### src/core/dspm_pkg.sv
// shared constants, types and the CRC helper for the dual-channel speed/position monitor
package dspm_pkg;
  localparam int unsigned CLK_MHZ = 250;
  localparam int unsigned NUM_CH = 2;
  // measurement timing
  localparam int unsigned SLOT_MS = 8;
  localparam int unsigned SLOT_CYCLES = SLOT_MS * 1000 * CLK_MHZ;
  localparam int unsigned GATE_MS = 256;
  localparam int unsigned GATE_SLOTS = GATE_MS / SLOT_MS;
  localparam int unsigned FILTER_MAX_MS = 64;
  localparam int unsigned FILTER_SLOTS = FILTER_MAX_MS / SLOT_MS;
  localparam int unsigned MAX_RATE_HZ = 500;
  localparam int unsigned SLOT_W = 12;
  localparam int unsigned SPEED_W = 16;
  localparam int unsigned PERIOD_W = 26;
  localparam logic [25:0] PERIOD_MAX = 26'h3FFFFFF;
  // line and message supervision
  localparam int unsigned SHORT_US = 2;
  localparam int unsigned SHORT_CYCLES = SHORT_US * CLK_MHZ;
  localparam int unsigned STUCK_MS = 10;
  localparam int unsigned STUCK_CYCLES = STUCK_MS * 1000 * CLK_MHZ;
  localparam int unsigned MSG_TIMEOUT_MS = 10;
  localparam int unsigned MSG_TIMEOUT_CYCLES = MSG_TIMEOUT_MS * 1000 * CLK_MHZ;
  localparam logic [7:0] MSG_LEN = 8'h04;
  localparam logic [31:0] CRC_POLY = 32'hEDB88320;
  localparam logic [31:0] CRC_INIT = 32'hFFFFFFFF;
  // fault flag positions
  localparam int unsigned FAULT_W = 7;
  localparam int unsigned F_POS = 0;
  localparam int unsigned F_SPD = 1;
  localparam int unsigned F_SHORT = 2;
  localparam int unsigned F_OPEN = 3;
  localparam int unsigned F_STUCK = 4;
  localparam int unsigned F_CRC = 5;
  localparam int unsigned F_FRAME = 6;

  typedef enum logic [1:0] {
    HEAD_CAMERA = 2'b01,
    HEAD_RAIL = 2'b10
  } dspm_head_type;

  typedef struct packed {
    logic valid;
    logic [7:0] addr;
    logic [7:0] len;
    logic [31:0] pos;
    logic [31:0] crc;
  } dspm_msg_type;

  // reflected CRC-32 over the position word, least significant bit first
  function automatic logic [31:0] crc32_word(input logic [31:0] d);
    logic [31:0] c;
    c = CRC_INIT;
    for (int i = 0; i < 32; i++) begin
      if (c[0] ^ d[i]) begin
        c = (c >> 1) ^ CRC_POLY;
      end else begin
        c = c >> 1;
      end
    end
    return ~c;
  endfunction
endpackage

### src/core/dspm_channel.sv
// per-channel speed, period and acceleration measurement with mean-value filter
`timescale 1ns/1ns
`default_nettype none
module dspm_channel #(
  parameter int unsigned SLOT_CYCLES = dspm_pkg::SLOT_CYCLES
) (
  // clock and reset
  input wire logic sys_clk,
  input wire logic rst_b,
  // steps seen by this channel
  input wire logic stepValid,
  input wire logic [7:0] stepAdd,
  // filter window in 8 ms units
  input wire logic [3:0] filterSel,
  // measurements
  output logic [15:0] speed,
  output logic [25:0] period,
  output logic signed [16:0] accel
);
  logic [31:0] slotTimer;
  logic [11:0] curCount;
  logic [11:0] slotMem [dspm_pkg::FILTER_SLOTS];
  logic [4:0] gateSlot;
  logic [15:0] gateSpeed;
  logic [25:0] sinceStep;
  logic slotEnd;
  logic gateEnd;
  logic [12:0] sumCount;
  logic [11:0] next_count;
  logic [3:0] win;
  logic [14:0] winSum;
  logic [17:0] scaled;
  logic [17:0] quotient;
  logic [15:0] next_speed;
  logic stepSeen;

  assign slotEnd = (slotTimer == 32'(SLOT_CYCLES - 1));
  assign gateEnd = slotEnd && (gateSlot == 5'(dspm_pkg::GATE_SLOTS - 1));
  assign stepSeen = stepValid && (stepAdd != 8'h00);
  assign sumCount = {1'b0, curCount} + 13'(stepValid ? stepAdd : 8'h00);
  assign next_count = sumCount[12] ? 12'hFFF : sumCount[11:0];
  // window of 0 still uses the newest slot; each extra 8 ms adds that much latency
  assign win = (filterSel == 4'h0) ? 4'h1 : ((filterSel > 4'h8) ? 4'h8 : filterSel);

  always_comb begin
    winSum = 15'h0000;
    for (int i = 0; i < dspm_pkg::FILTER_SLOTS; i++) begin
      if (4'(i) < win) begin
        winSum = winSum + 15'(slotMem[i]);
      end
    end
  end

  // speed unit is steps per 64 ms regardless of window, so channels stay comparable
  assign scaled = {winSum, 3'b000};
  assign quotient = scaled / 18'(win);
  assign next_speed = (quotient > 18'h0FFFF) ? 16'hFFFF : quotient[15:0];

  always_ff @(posedge sys_clk) begin
    if (!rst_b) begin
      slotTimer <= 32'h00000000;
      curCount <= 12'h000;
      for (int i = 0; i < dspm_pkg::FILTER_SLOTS; i++) begin
        slotMem[i] <= 12'h000;
      end
      gateSlot <= 5'h00;
      gateSpeed <= 16'h0000;
      speed <= 16'h0000;
      accel <= 17'sh00000;
    end else begin
      slotTimer <= slotEnd ? 32'h00000000 : slotTimer + 32'h00000001;
      // frequency measurement: steps counted per slot gate
      if (slotEnd) begin
        slotMem[0] <= next_count;
        for (int i = 1; i < dspm_pkg::FILTER_SLOTS; i++) begin
          slotMem[i] <= slotMem[i-1];
        end
        curCount <= 12'h000;
        gateSlot <= gateSlot + 5'h01;
      end else begin
        curCount <= next_count;
      end
      speed <= next_speed;
      // acceleration from speed change across one 256 ms gate
      if (gateEnd) begin
        accel <= $signed({1'b0, speed}) - $signed({1'b0, gateSpeed});
        gateSpeed <= speed;
      end
    end
  end

  // time measurement: cycles between steps, growing when steps stop
  always_ff @(posedge sys_clk) begin
    if (!rst_b) begin
      sinceStep <= 26'h0000000;
      period <= dspm_pkg::PERIOD_MAX;
    end else if (stepSeen) begin
      period <= sinceStep;
      sinceStep <= 26'h0000000;
    end else begin
      if (sinceStep != dspm_pkg::PERIOD_MAX) begin
        sinceStep <= sinceStep + 26'h0000001;
      end
      if (sinceStep > period) begin
        period <= sinceStep;
      end
    end
  end

  chk_slot_clear: assert property (@(posedge sys_clk) disable iff (!rst_b)
    slotEnd |=> (curCount == 12'h000) && (slotTimer == 32'h00000000))
    else $error("slot gate did not restart");
  chk_period_capture: assert property (@(posedge sys_clk) disable iff (!rst_b)
    stepSeen |=> (period == $past(sinceStep)) && (sinceStep == 26'h0000000))
    else $error("step period not captured");
  chk_accel_gate: assert property (@(posedge sys_clk) disable iff (!rst_b)
    !$stable(accel) |-> $past(gateEnd))
    else $error("acceleration changed outside gate end");
  chk_filter_unit: assert property (@(posedge sys_clk) disable iff (!rst_b)
    (filterSel == 4'h0) |=> (speed == 16'({$past(slotMem[0]), 3'b000})))
    else $error("unfiltered speed not scaled slot count");
endmodule
`default_nettype wire

### src/core/dspm_monitor.sv
// dual-channel position and speed cross-check with read head line supervision
`timescale 1ns/1ns
`default_nettype none
// Summary of operation
// - continuously compare channel A against channel B
// - position gap above threshold is a failure
// - speed gap above threshold is a failure
// - speed by step counting plus period timing
// - acceleration from speed over 256 ms gate
// - mean filter window 0 to 64 ms
// - filter window adds to response time
// - equal complementary lines mean short circuit
// - missing messages mean interrupted line
// - line without edges means stuck level
// - camera head position needs valid CRC32
// - code rail message address and length checked
module dspm_monitor #(
  parameter int unsigned SLOT_CYCLES = dspm_pkg::SLOT_CYCLES,
  parameter int unsigned STUCK_CYCLES = dspm_pkg::STUCK_CYCLES,
  parameter int unsigned MSG_TIMEOUT_CYCLES = dspm_pkg::MSG_TIMEOUT_CYCLES
) (
  // clock and reset
  input wire logic sys_clk,
  input wire logic rst_b,
  // read heads, index 0 is channel A
  input wire dspm_pkg::dspm_msg_type msgIn [dspm_pkg::NUM_CH],
  input wire logic [1:0] linePair [dspm_pkg::NUM_CH],
  // configuration
  input wire dspm_pkg::dspm_head_type headType [dspm_pkg::NUM_CH],
  input wire logic [7:0] railAddr [dspm_pkg::NUM_CH],
  input wire logic [31:0] posThresh,
  input wire logic [15:0] speedThresh,
  input wire logic [3:0] filterSel,
  // measurements
  output logic [31:0] position [dspm_pkg::NUM_CH],
  output logic [15:0] speed [dspm_pkg::NUM_CH],
  output logic [25:0] period [dspm_pkg::NUM_CH],
  output logic signed [16:0] accel [dspm_pkg::NUM_CH],
  // fault state
  output logic [dspm_pkg::FAULT_W-1:0] faultFlags,
  output logic safeReq
);
  logic [dspm_pkg::FAULT_W-1:0] chFault [dspm_pkg::NUM_CH];
  logic havePos [dspm_pkg::NUM_CH];
  logic [31:0] posGap;
  logic [31:0] posGapAbs;
  logic [16:0] spdGap;
  logic [15:0] spdGapAbs;
  logic posTrip;
  logic spdTrip;
  logic [dspm_pkg::FAULT_W-1:0] next_fault;

  for (genvar ch = 0; ch < dspm_pkg::NUM_CH; ch++) begin : g_ch
    logic [1:0] linePrev;
    logic [15:0] eqCnt;
    logic [31:0] idleCnt [2];
    logic [31:0] msgAge;
    logic lineEq;
    logic shortHit;
    logic stuckHit;
    logic openHit;
    logic crcBad;
    logic frameBad;
    logic accept;
    logic [31:0] delta;
    logic [31:0] absDelta;
    logic [7:0] stepAdd;

    assign lineEq = (linePair[ch][0] == linePair[ch][1]);
    // a brief equal phase is tolerated so edge skew between the pair is no fault
    assign shortHit = lineEq && (eqCnt == 16'(dspm_pkg::SHORT_CYCLES - 1));
    assign stuckHit = (idleCnt[0] == 32'(STUCK_CYCLES - 1))
                   || (idleCnt[1] == 32'(STUCK_CYCLES - 1));
    assign openHit = (msgAge == 32'(MSG_TIMEOUT_CYCLES - 1));
    assign crcBad = msgIn[ch].valid && (headType[ch] == dspm_pkg::HEAD_CAMERA)
                 && (dspm_pkg::crc32_word(msgIn[ch].pos) != msgIn[ch].crc);
    // an unknown head type refuses every message rather than trusting it
    assign frameBad = msgIn[ch].valid
                   && (((headType[ch] == dspm_pkg::HEAD_RAIL)
                        && ((msgIn[ch].addr != railAddr[ch])
                            || (msgIn[ch].len != dspm_pkg::MSG_LEN)))
                       || ((headType[ch] != dspm_pkg::HEAD_RAIL)
                           && (headType[ch] != dspm_pkg::HEAD_CAMERA)));
    assign accept = msgIn[ch].valid && !crcBad && !frameBad;
    assign delta = msgIn[ch].pos - position[ch];
    assign absDelta = delta[31] ? (32'h00000000 - delta) : delta;
    assign stepAdd = !havePos[ch] ? 8'h00 : ((absDelta > 32'h000000FF) ? 8'hFF : absDelta[7:0]);

    assign chFault[ch][dspm_pkg::F_POS] = 1'b0;
    assign chFault[ch][dspm_pkg::F_SPD] = 1'b0;
    assign chFault[ch][dspm_pkg::F_SHORT] = shortHit;
    assign chFault[ch][dspm_pkg::F_OPEN] = openHit;
    assign chFault[ch][dspm_pkg::F_STUCK] = stuckHit;
    assign chFault[ch][dspm_pkg::F_CRC] = crcBad;
    assign chFault[ch][dspm_pkg::F_FRAME] = frameBad;

    always_ff @(posedge sys_clk) begin
      if (!rst_b) begin
        // start from the present level so reset leaves no false edge behind
        linePrev <= linePair[ch];
        eqCnt <= 16'h0000;
        idleCnt[0] <= 32'h00000000;
        idleCnt[1] <= 32'h00000000;
      end else begin
        linePrev <= linePair[ch];
        if (!lineEq) begin
          eqCnt <= 16'h0000;
        end else if (!shortHit) begin
          eqCnt <= eqCnt + 16'h0001;
        end
        for (int k = 0; k < 2; k++) begin
          if (linePair[ch][k] != linePrev[k]) begin
            idleCnt[k] <= 32'h00000000;
          end else if (idleCnt[k] != 32'(STUCK_CYCLES - 1)) begin
            idleCnt[k] <= idleCnt[k] + 32'h00000001;
          end
        end
      end
    end

    always_ff @(posedge sys_clk) begin
      if (!rst_b) begin
        msgAge <= 32'h00000000;
        havePos[ch] <= 1'b0;
        position[ch] <= 32'h00000000;
      end else if (accept) begin
        msgAge <= 32'h00000000;
        havePos[ch] <= 1'b1;
        position[ch] <= msgIn[ch].pos;
      end else if (!openHit) begin
        msgAge <= msgAge + 32'h00000001;
      end
    end

    // speed reaches the compare only through the filter, so a trip lags by the window
    dspm_channel #(
      .SLOT_CYCLES(SLOT_CYCLES)
    ) u_meas (
      .sys_clk(sys_clk),
      .rst_b(rst_b),
      .stepValid(accept),
      .stepAdd(stepAdd),
      .filterSel(filterSel),
      .speed(speed[ch]),
      .period(period[ch]),
      .accel(accel[ch])
    );

    chk_crc_reject: assert property (@(posedge sys_clk) disable iff (!rst_b)
      crcBad |=> faultFlags[dspm_pkg::F_CRC] && $stable(position[ch]))
      else $error("bad CRC accepted");
    chk_frame_reject: assert property (@(posedge sys_clk) disable iff (!rst_b)
      frameBad |=> faultFlags[dspm_pkg::F_FRAME] && $stable(position[ch]))
      else $error("bad frame accepted");
    chk_short_detect: assert property (@(posedge sys_clk) disable iff (!rst_b)
      (lineEq && (eqCnt == 16'(dspm_pkg::SHORT_CYCLES - 2)))
        ##1 lineEq |=> faultFlags[dspm_pkg::F_SHORT])
      else $error("line short not flagged");
    chk_stuck_detect: assert property (@(posedge sys_clk) disable iff (!rst_b)
      stuckHit |=> faultFlags[dspm_pkg::F_STUCK] && safeReq)
      else $error("stuck line not flagged");
    chk_open_detect: assert property (@(posedge sys_clk) disable iff (!rst_b)
      (msgAge == 32'(MSG_TIMEOUT_CYCLES - 2)) && !accept |=> ##1 faultFlags[dspm_pkg::F_OPEN])
      else $error("message loss not flagged");
  end

  // channels are compared on every clock, not sampled
  assign posGap = position[0] - position[1];
  assign posGapAbs = posGap[31] ? (32'h00000000 - posGap) : posGap;
  assign posTrip = havePos[0] && havePos[1] && (posGapAbs > posThresh);
  assign spdGap = {1'b0, speed[0]} - {1'b0, speed[1]};
  assign spdGapAbs = spdGap[16] ? 16'(17'h00000 - spdGap) : spdGap[15:0];
  assign spdTrip = (spdGapAbs > speedThresh);

  always_comb begin
    next_fault = chFault[0] | chFault[1];
    next_fault[dspm_pkg::F_POS] = posTrip;
    next_fault[dspm_pkg::F_SPD] = spdTrip;
  end

  // only reset clears: a safety fault must not self-heal when the cause vanishes
  always_ff @(posedge sys_clk) begin
    if (!rst_b) begin
      faultFlags <= '0;
      safeReq <= 1'b0;
    end else begin
      faultFlags <= faultFlags | next_fault;
      safeReq <= |(faultFlags | next_fault);
    end
  end

  chk_pos_trip: assert property (@(posedge sys_clk) disable iff (!rst_b)
    posTrip |=> faultFlags[dspm_pkg::F_POS] && safeReq)
    else $error("position gap not flagged");
  chk_speed_trip: assert property (@(posedge sys_clk) disable iff (!rst_b)
    (speed[0] > speed[1]) && ((speed[0] - speed[1]) > speedThresh)
      |=> faultFlags[dspm_pkg::F_SPD])
    else $error("speed gap not flagged");
  chk_compare_quiet: assert property (@(posedge sys_clk) disable iff (!rst_b)
    !faultFlags[dspm_pkg::F_POS] && !faultFlags[dspm_pkg::F_SPD]
      && (position[0] == position[1]) && (speed[0] == speed[1])
      |=> !faultFlags[dspm_pkg::F_POS] && !faultFlags[dspm_pkg::F_SPD])
    else $error("fault without cause");
  chk_fault_latch: assert property (@(posedge sys_clk) disable iff (!rst_b)
    safeReq |=> safeReq && ($past(faultFlags) & ~faultFlags) == '0)
    else $error("fault indication dropped before reset");
  chk_speed_rev_trip: assert property (@(posedge sys_clk) disable iff (!rst_b)
    (speed[1] > speed[0]) && ((speed[1] - speed[0]) > speedThresh)
      |=> faultFlags[dspm_pkg::F_SPD])
    else $error("reverse speed gap not flagged");
  chk_pos_gap: assert property (@(posedge sys_clk) disable iff (!rst_b)
    havePos[0] && havePos[1]
      && (((position[0] >= position[1]) ? (position[0] - position[1])
           : (position[1] - position[0])) > posThresh)
      |=> faultFlags[dspm_pkg::F_POS] && safeReq)
    else $error("position gap beyond threshold not flagged");
  chk_safe_level: assert property (@(posedge sys_clk) disable iff (!rst_b)
    safeReq == (faultFlags != '0))
    else $error("safe-state request disagrees with fault flags");
endmodule
`default_nettype wire

### config.mk
export PLATFORM = sky130hd
export DESIGN_NAME = dspm_monitor
export DESIGN_NICKNAME = d
export VERILOG_FILES = /design/src/core/dspm_pkg.sv /design/src/core/dspm_channel.sv /design/src/core/dspm_monitor.sv
export SDC_FILE = /design/constraint.sdc
export NUM_CORES = 2
export LEC_CHECK = 0
export BUFFER_PORTS_ARGS = -buffer_cell sky130_fd_sc_hd__buf_2
export CAP_MARGIN = 15
export CORE_MARGIN = 2
export CORE_UTILIZATION = 38
export DETAILED_ROUTE_END_ITERATION = 10
export PLACE_DENSITY_LB_ADDON = 0.1
export SLEW_MARGIN = 10
export SYNTH_ARGS = -nofsm -noshare
export SYNTH_HDL_FRONTEND = slang
export SYNTH_SLANG_ARGS = --single-unit
### constraint.sdc
create_clock -name sys_clk -period 49.6 [get_ports sys_clk]
set_clock_uncertainty 0.15 [all_clocks]
set_input_delay 4.96 -clock sys_clk [delete_from_list [all_inputs] [get_ports sys_clk]]
set_output_delay 4.96 -clock sys_clk [all_outputs]
set_load 0.02 [all_outputs]
==> metrics.md <==
| Metric | Value |
|---|---|
| Status | completed |
| Initial core utilization | 0.381 |
| Synth Area in Compound Gates | 0.171 |
| GRT Util Overall | 0.228 |
| Via/cell ratio | between 5 and 6 |
| Chip height | 435 microns |
| Most frequent cells in the layout | 1013 x nor2_1, 712 x xnor2_1, 707 x nand2_1 |
| WL met2 | 107000 microns |
| Die footprint | about 190000 sq um |
| Initial DRC Count | 3699 |
| Fillers | 18850 |
| Fin crit period | 46230 ps |
| Router iterations before antenna repair | 6 |
| Maximum root-to-sink buffer count | 3 |
| Least-Margin Pin Slew | 1110 ps |
| Total global routing overflow | 0 |
| Most common cell after layout, fill and taps aside | nor2_1 |
| WP data required | 50060 ps |
| Slew Limit Fails | 0 |
| Hold violation total from the final report | 0 |
| Root buf cell | clkbuf_16 |
| Routability cong. | 0.910 |
| Area share of fa/ha/maj cells after synthesis | 0.108 |
| Worst stage delay on the critical path | 550 ps |
| Ys flop type | dfxtp_1 |
| Largest net degree at the start of global routing | 97 |
| Post-Synth Simple-Gate Area | 0.222 |
| Max Cap Viol | 0 |
| H-tree levels | 3 |
| Most frequent CP cell | ha_1 |
| Routed len/inst | 19.2 microns |
| Number of global-route vias before repair | 61054 |
| Worst-Skew Late Latency | 740 ps |
| Antenna Nets Post-Route | 0 |
| Routed vias | 62585 |
| Layout Nets | 9905 |
| Layout cells sized above 1 | 0.109 |
| Xor/xnor cell area share of the yosys netlist | 0.152 |
| CTS Buf Count | 100 |
| I/O Buffers | between 400 and 500 |
| WS Path Type | in2reg |
| Distinct cells, synth | ~140 |
| # clock sinks | between 700 and 800 |
| Mux cell area share after synthesis | 0.0333 |
| # setup viols final | 0 |
| Chip width | ~430 microns |
| CP endpoint kind | flip-flop |
| Ratio of final minimum period to clock period | 0.932 |
| Syn Std Cell Area | 70600 sq um |
| CP startpoint kind | primary input |
| Area delta synth->final | 12.8% |
| Avg Inst Size Synth | between 8 and 9 sq um |
| Worst-path clk slew | 70 ps |
| Critical-path maximum fanout | 12 |
| F_max | around 0.022 GHz |
| Number of I/O pins | 430 |
| Arrival @ worst endpoint | ~47000 ps |
| Final hold slack | between 300 and 400 ps |
| Met3 WL | between 9000 and 10000 microns |
| Core area | 185000 sq um |
| Mapped Nets | 9511 |
| Min-Delay Path Class | reg2reg |
| CTS tree | done |
| Highest Signal Layer | met5 |
| Core Util, Final | 0.430 |
| Largest family of logic cells by synthesized area | simple AND/OR/NAND/NOR gates |
| Post-synth EDFFs | 321 |
| Dpl hpwl | roughly 170000 microns |
| Synth warnings | 0 |
| First-pass GRT wire length | approximately 350000 microns |
| Std-Cell Rows | 158 |
| Met1 wire length | 98300 microns |
| Cells after Synth | 8678 |
| Synthesis-stage register bit count | ~790 |
| Crit-path slowest cell | or4_1 |
| Sequential share of the synthesized area | 0.271 |
| Fraction of registers with async set/reset | 0 |
| Antenna violations before repair | 11 |
| Worst Slack Setup Final | 3370 ps |
| Slew headroom | 0.251 |
| DR DRC count | 0 |
| Routed WL | 223000 microns |
| Placement Setup Slack | around 35 ps |
[what timing repair did]
| item | in CTS | in global routing |
|---|---|---|
| hold buffers | 0 | 0 |
| resized for setup | 0 | 64 |
| endpoints found under the setup margin | 0 | 5 |
| setup buffers | 0 | 15 |
[final timing paths]
check | start | end | slack, ps | cells past startpoint
setup / recovery | filterSel[1] | g_ch[0].u_meas.speed[0] | 3370 | 212
hold / removal | g_ch[0].u_meas.gateSpeed[13] | g_ch[0].u_meas.gateSpeed[13] | 300 | 2
hold reg to reg | g_ch[0].u_meas.gateSpeed[13] | g_ch[0].u_meas.gateSpeed[13] | 300 | 2
setup reg to reg | g_ch[1].u_meas.slotMem[0][0] | g_ch[1].u_meas.speed[0] | 6840 | 204
[synthesized netlist by cell type (20+ instances only)]
| cell type | n | area (sq um) |
|---|---|---|
| edfxtp_1 | 321 | 9640 |
| clkbuf_1 | 219 | 822 |
| nor2_1 | 1020 | 3830 |
| xor2_1 | 490 | 4290 |
| nand4_1 | 118 | 738 |
| o31a_1 | 20 | 175 |
| and3_1 | 240 | 1500 |
| a211o_1 | 25 | 219 |
| nor2b_1 | 83 | 519 |
| or2_2 | 46 | 288 |
| o21bai_1 | 57 | 428 |
| nand2b_1 | 95 | 594 |
| ha_1 | 569 | 7120 |
| or4_1 | 26 | 195 |
| nor4b_1 | 21 | 184 |
| o22ai_1 | 24 | 150 |
| o21ai_0 | 339 | 1700 |
| fa_1 | 24 | 480 |
| nor4_1 | 71 | 444 |
| a21o_1 | 162 | 1220 |
| o211ai_1 | 106 | 796 |
| a21boi_0 | 29 | 218 |
| nor3_1 | 190 | 951 |
| mux2i_1 | 151 | 1510 |
| nand3_1 | 266 | 1330 |
| dfxtp_1 | 473 | 9470 |
| inv_1 | 531 | 1990 |
| xnor2_1 | 712 | 6240 |
| a21oi_1 | 553 | 2770 |
| a31oi_1 | 41 | 257 |
| a211oi_1 | 65 | 488 |
| or3_1 | 102 | 638 |
| and2_1 | 114 | 713 |
| nand2_1 | 711 | 2670 |
| o31ai_1 | 41 | 308 |
| o21a_1 | 116 | 871 |
| mux2_2 | 66 | 743 |
| nor3b_1 | 22 | 165 |
| o21ai_1 | 34 | 170 |
[state kept, by name (all words and copies together), names as in the netlist, 34 cells and up]
signal	count
g_ch.u_meas.accel	34
g_ch.u_meas.slotMem	192
g_ch.u_meas.sinceStep	52
position	64
g_ch.msgAge	64
g_ch.u_meas.slotTimer	64
g_ch.idleCnt	128
g_ch.u_meas.period	52
[worst max-delay path, delay by kind of cell]
family	cells	cell delay (ps)
adder cells (fa/ha/maj)	25	7390
multiplexers	13	3290
buffers and inverters	16	1770
XOR/XNOR	4	570
AND/OR/NAND/NOR	64	11890
AO/OA/AOI/OAI	90	16710
[cell type report]
| type | count | area, sq um | area share |
|---|---|---|---|
| diodes | 2 | 5.00 | 0.0000629 |
| flip-flops and latches | 794 | 19100 | 0.240 |
| well taps | 2480 | 3100 | 0.0390 |
| inverters | 532 | 2000 | 0.0252 |
| clock inverters | 61 | 679 | 0.00854 |
| repair buffers | 550 | 3080 | 0.0387 |
| multi-input cells | 7094 | 48800 | 0.614 |
| clock buffers | 129 | 2760 | 0.0347 |
[metrics by stage]
| step | area, sq um | setup TNS [ps] | std cells |
|---|---|---|---|
| 2_1_floorplan | 70600 | 0 | 8678 |
| 3_3_place_gp | 75700 | 0 | 11432 |
| 3_5_place_dp | 75700 | 0 | 11433 |
| 4_1_cts | 79200 | 0 | 11623 |
| 5_1_grt | 79600 | -84.2 | 11642 |
| 6_report | 79600 | 0 | 11642 |
[logic make-up after synthesis]
| family | Yosys count |
|---|---|
| and+or+nand+nor | 3219 |
| AOI/OAI and AO/OA | 1844 |
| xor gates and xnor gates | 1212 |
| DFF | 794 |
| buffers and inverters | 790 |
| adders and majority gates | 596 |
| muxes | 223 |
[layer usage]
metal / up-vias / GRT usage
li1: 31497 / -
met1: 29439 / 0.287
met2: 1355 / 0.398
met3: 290 / 0.0265
met4: 4 / 0.0877
met5: - / 0
Power is left out: the tool's default activity adds up to more than one toggle a clock period on the data nets, which glitch-free logic cannot reach.
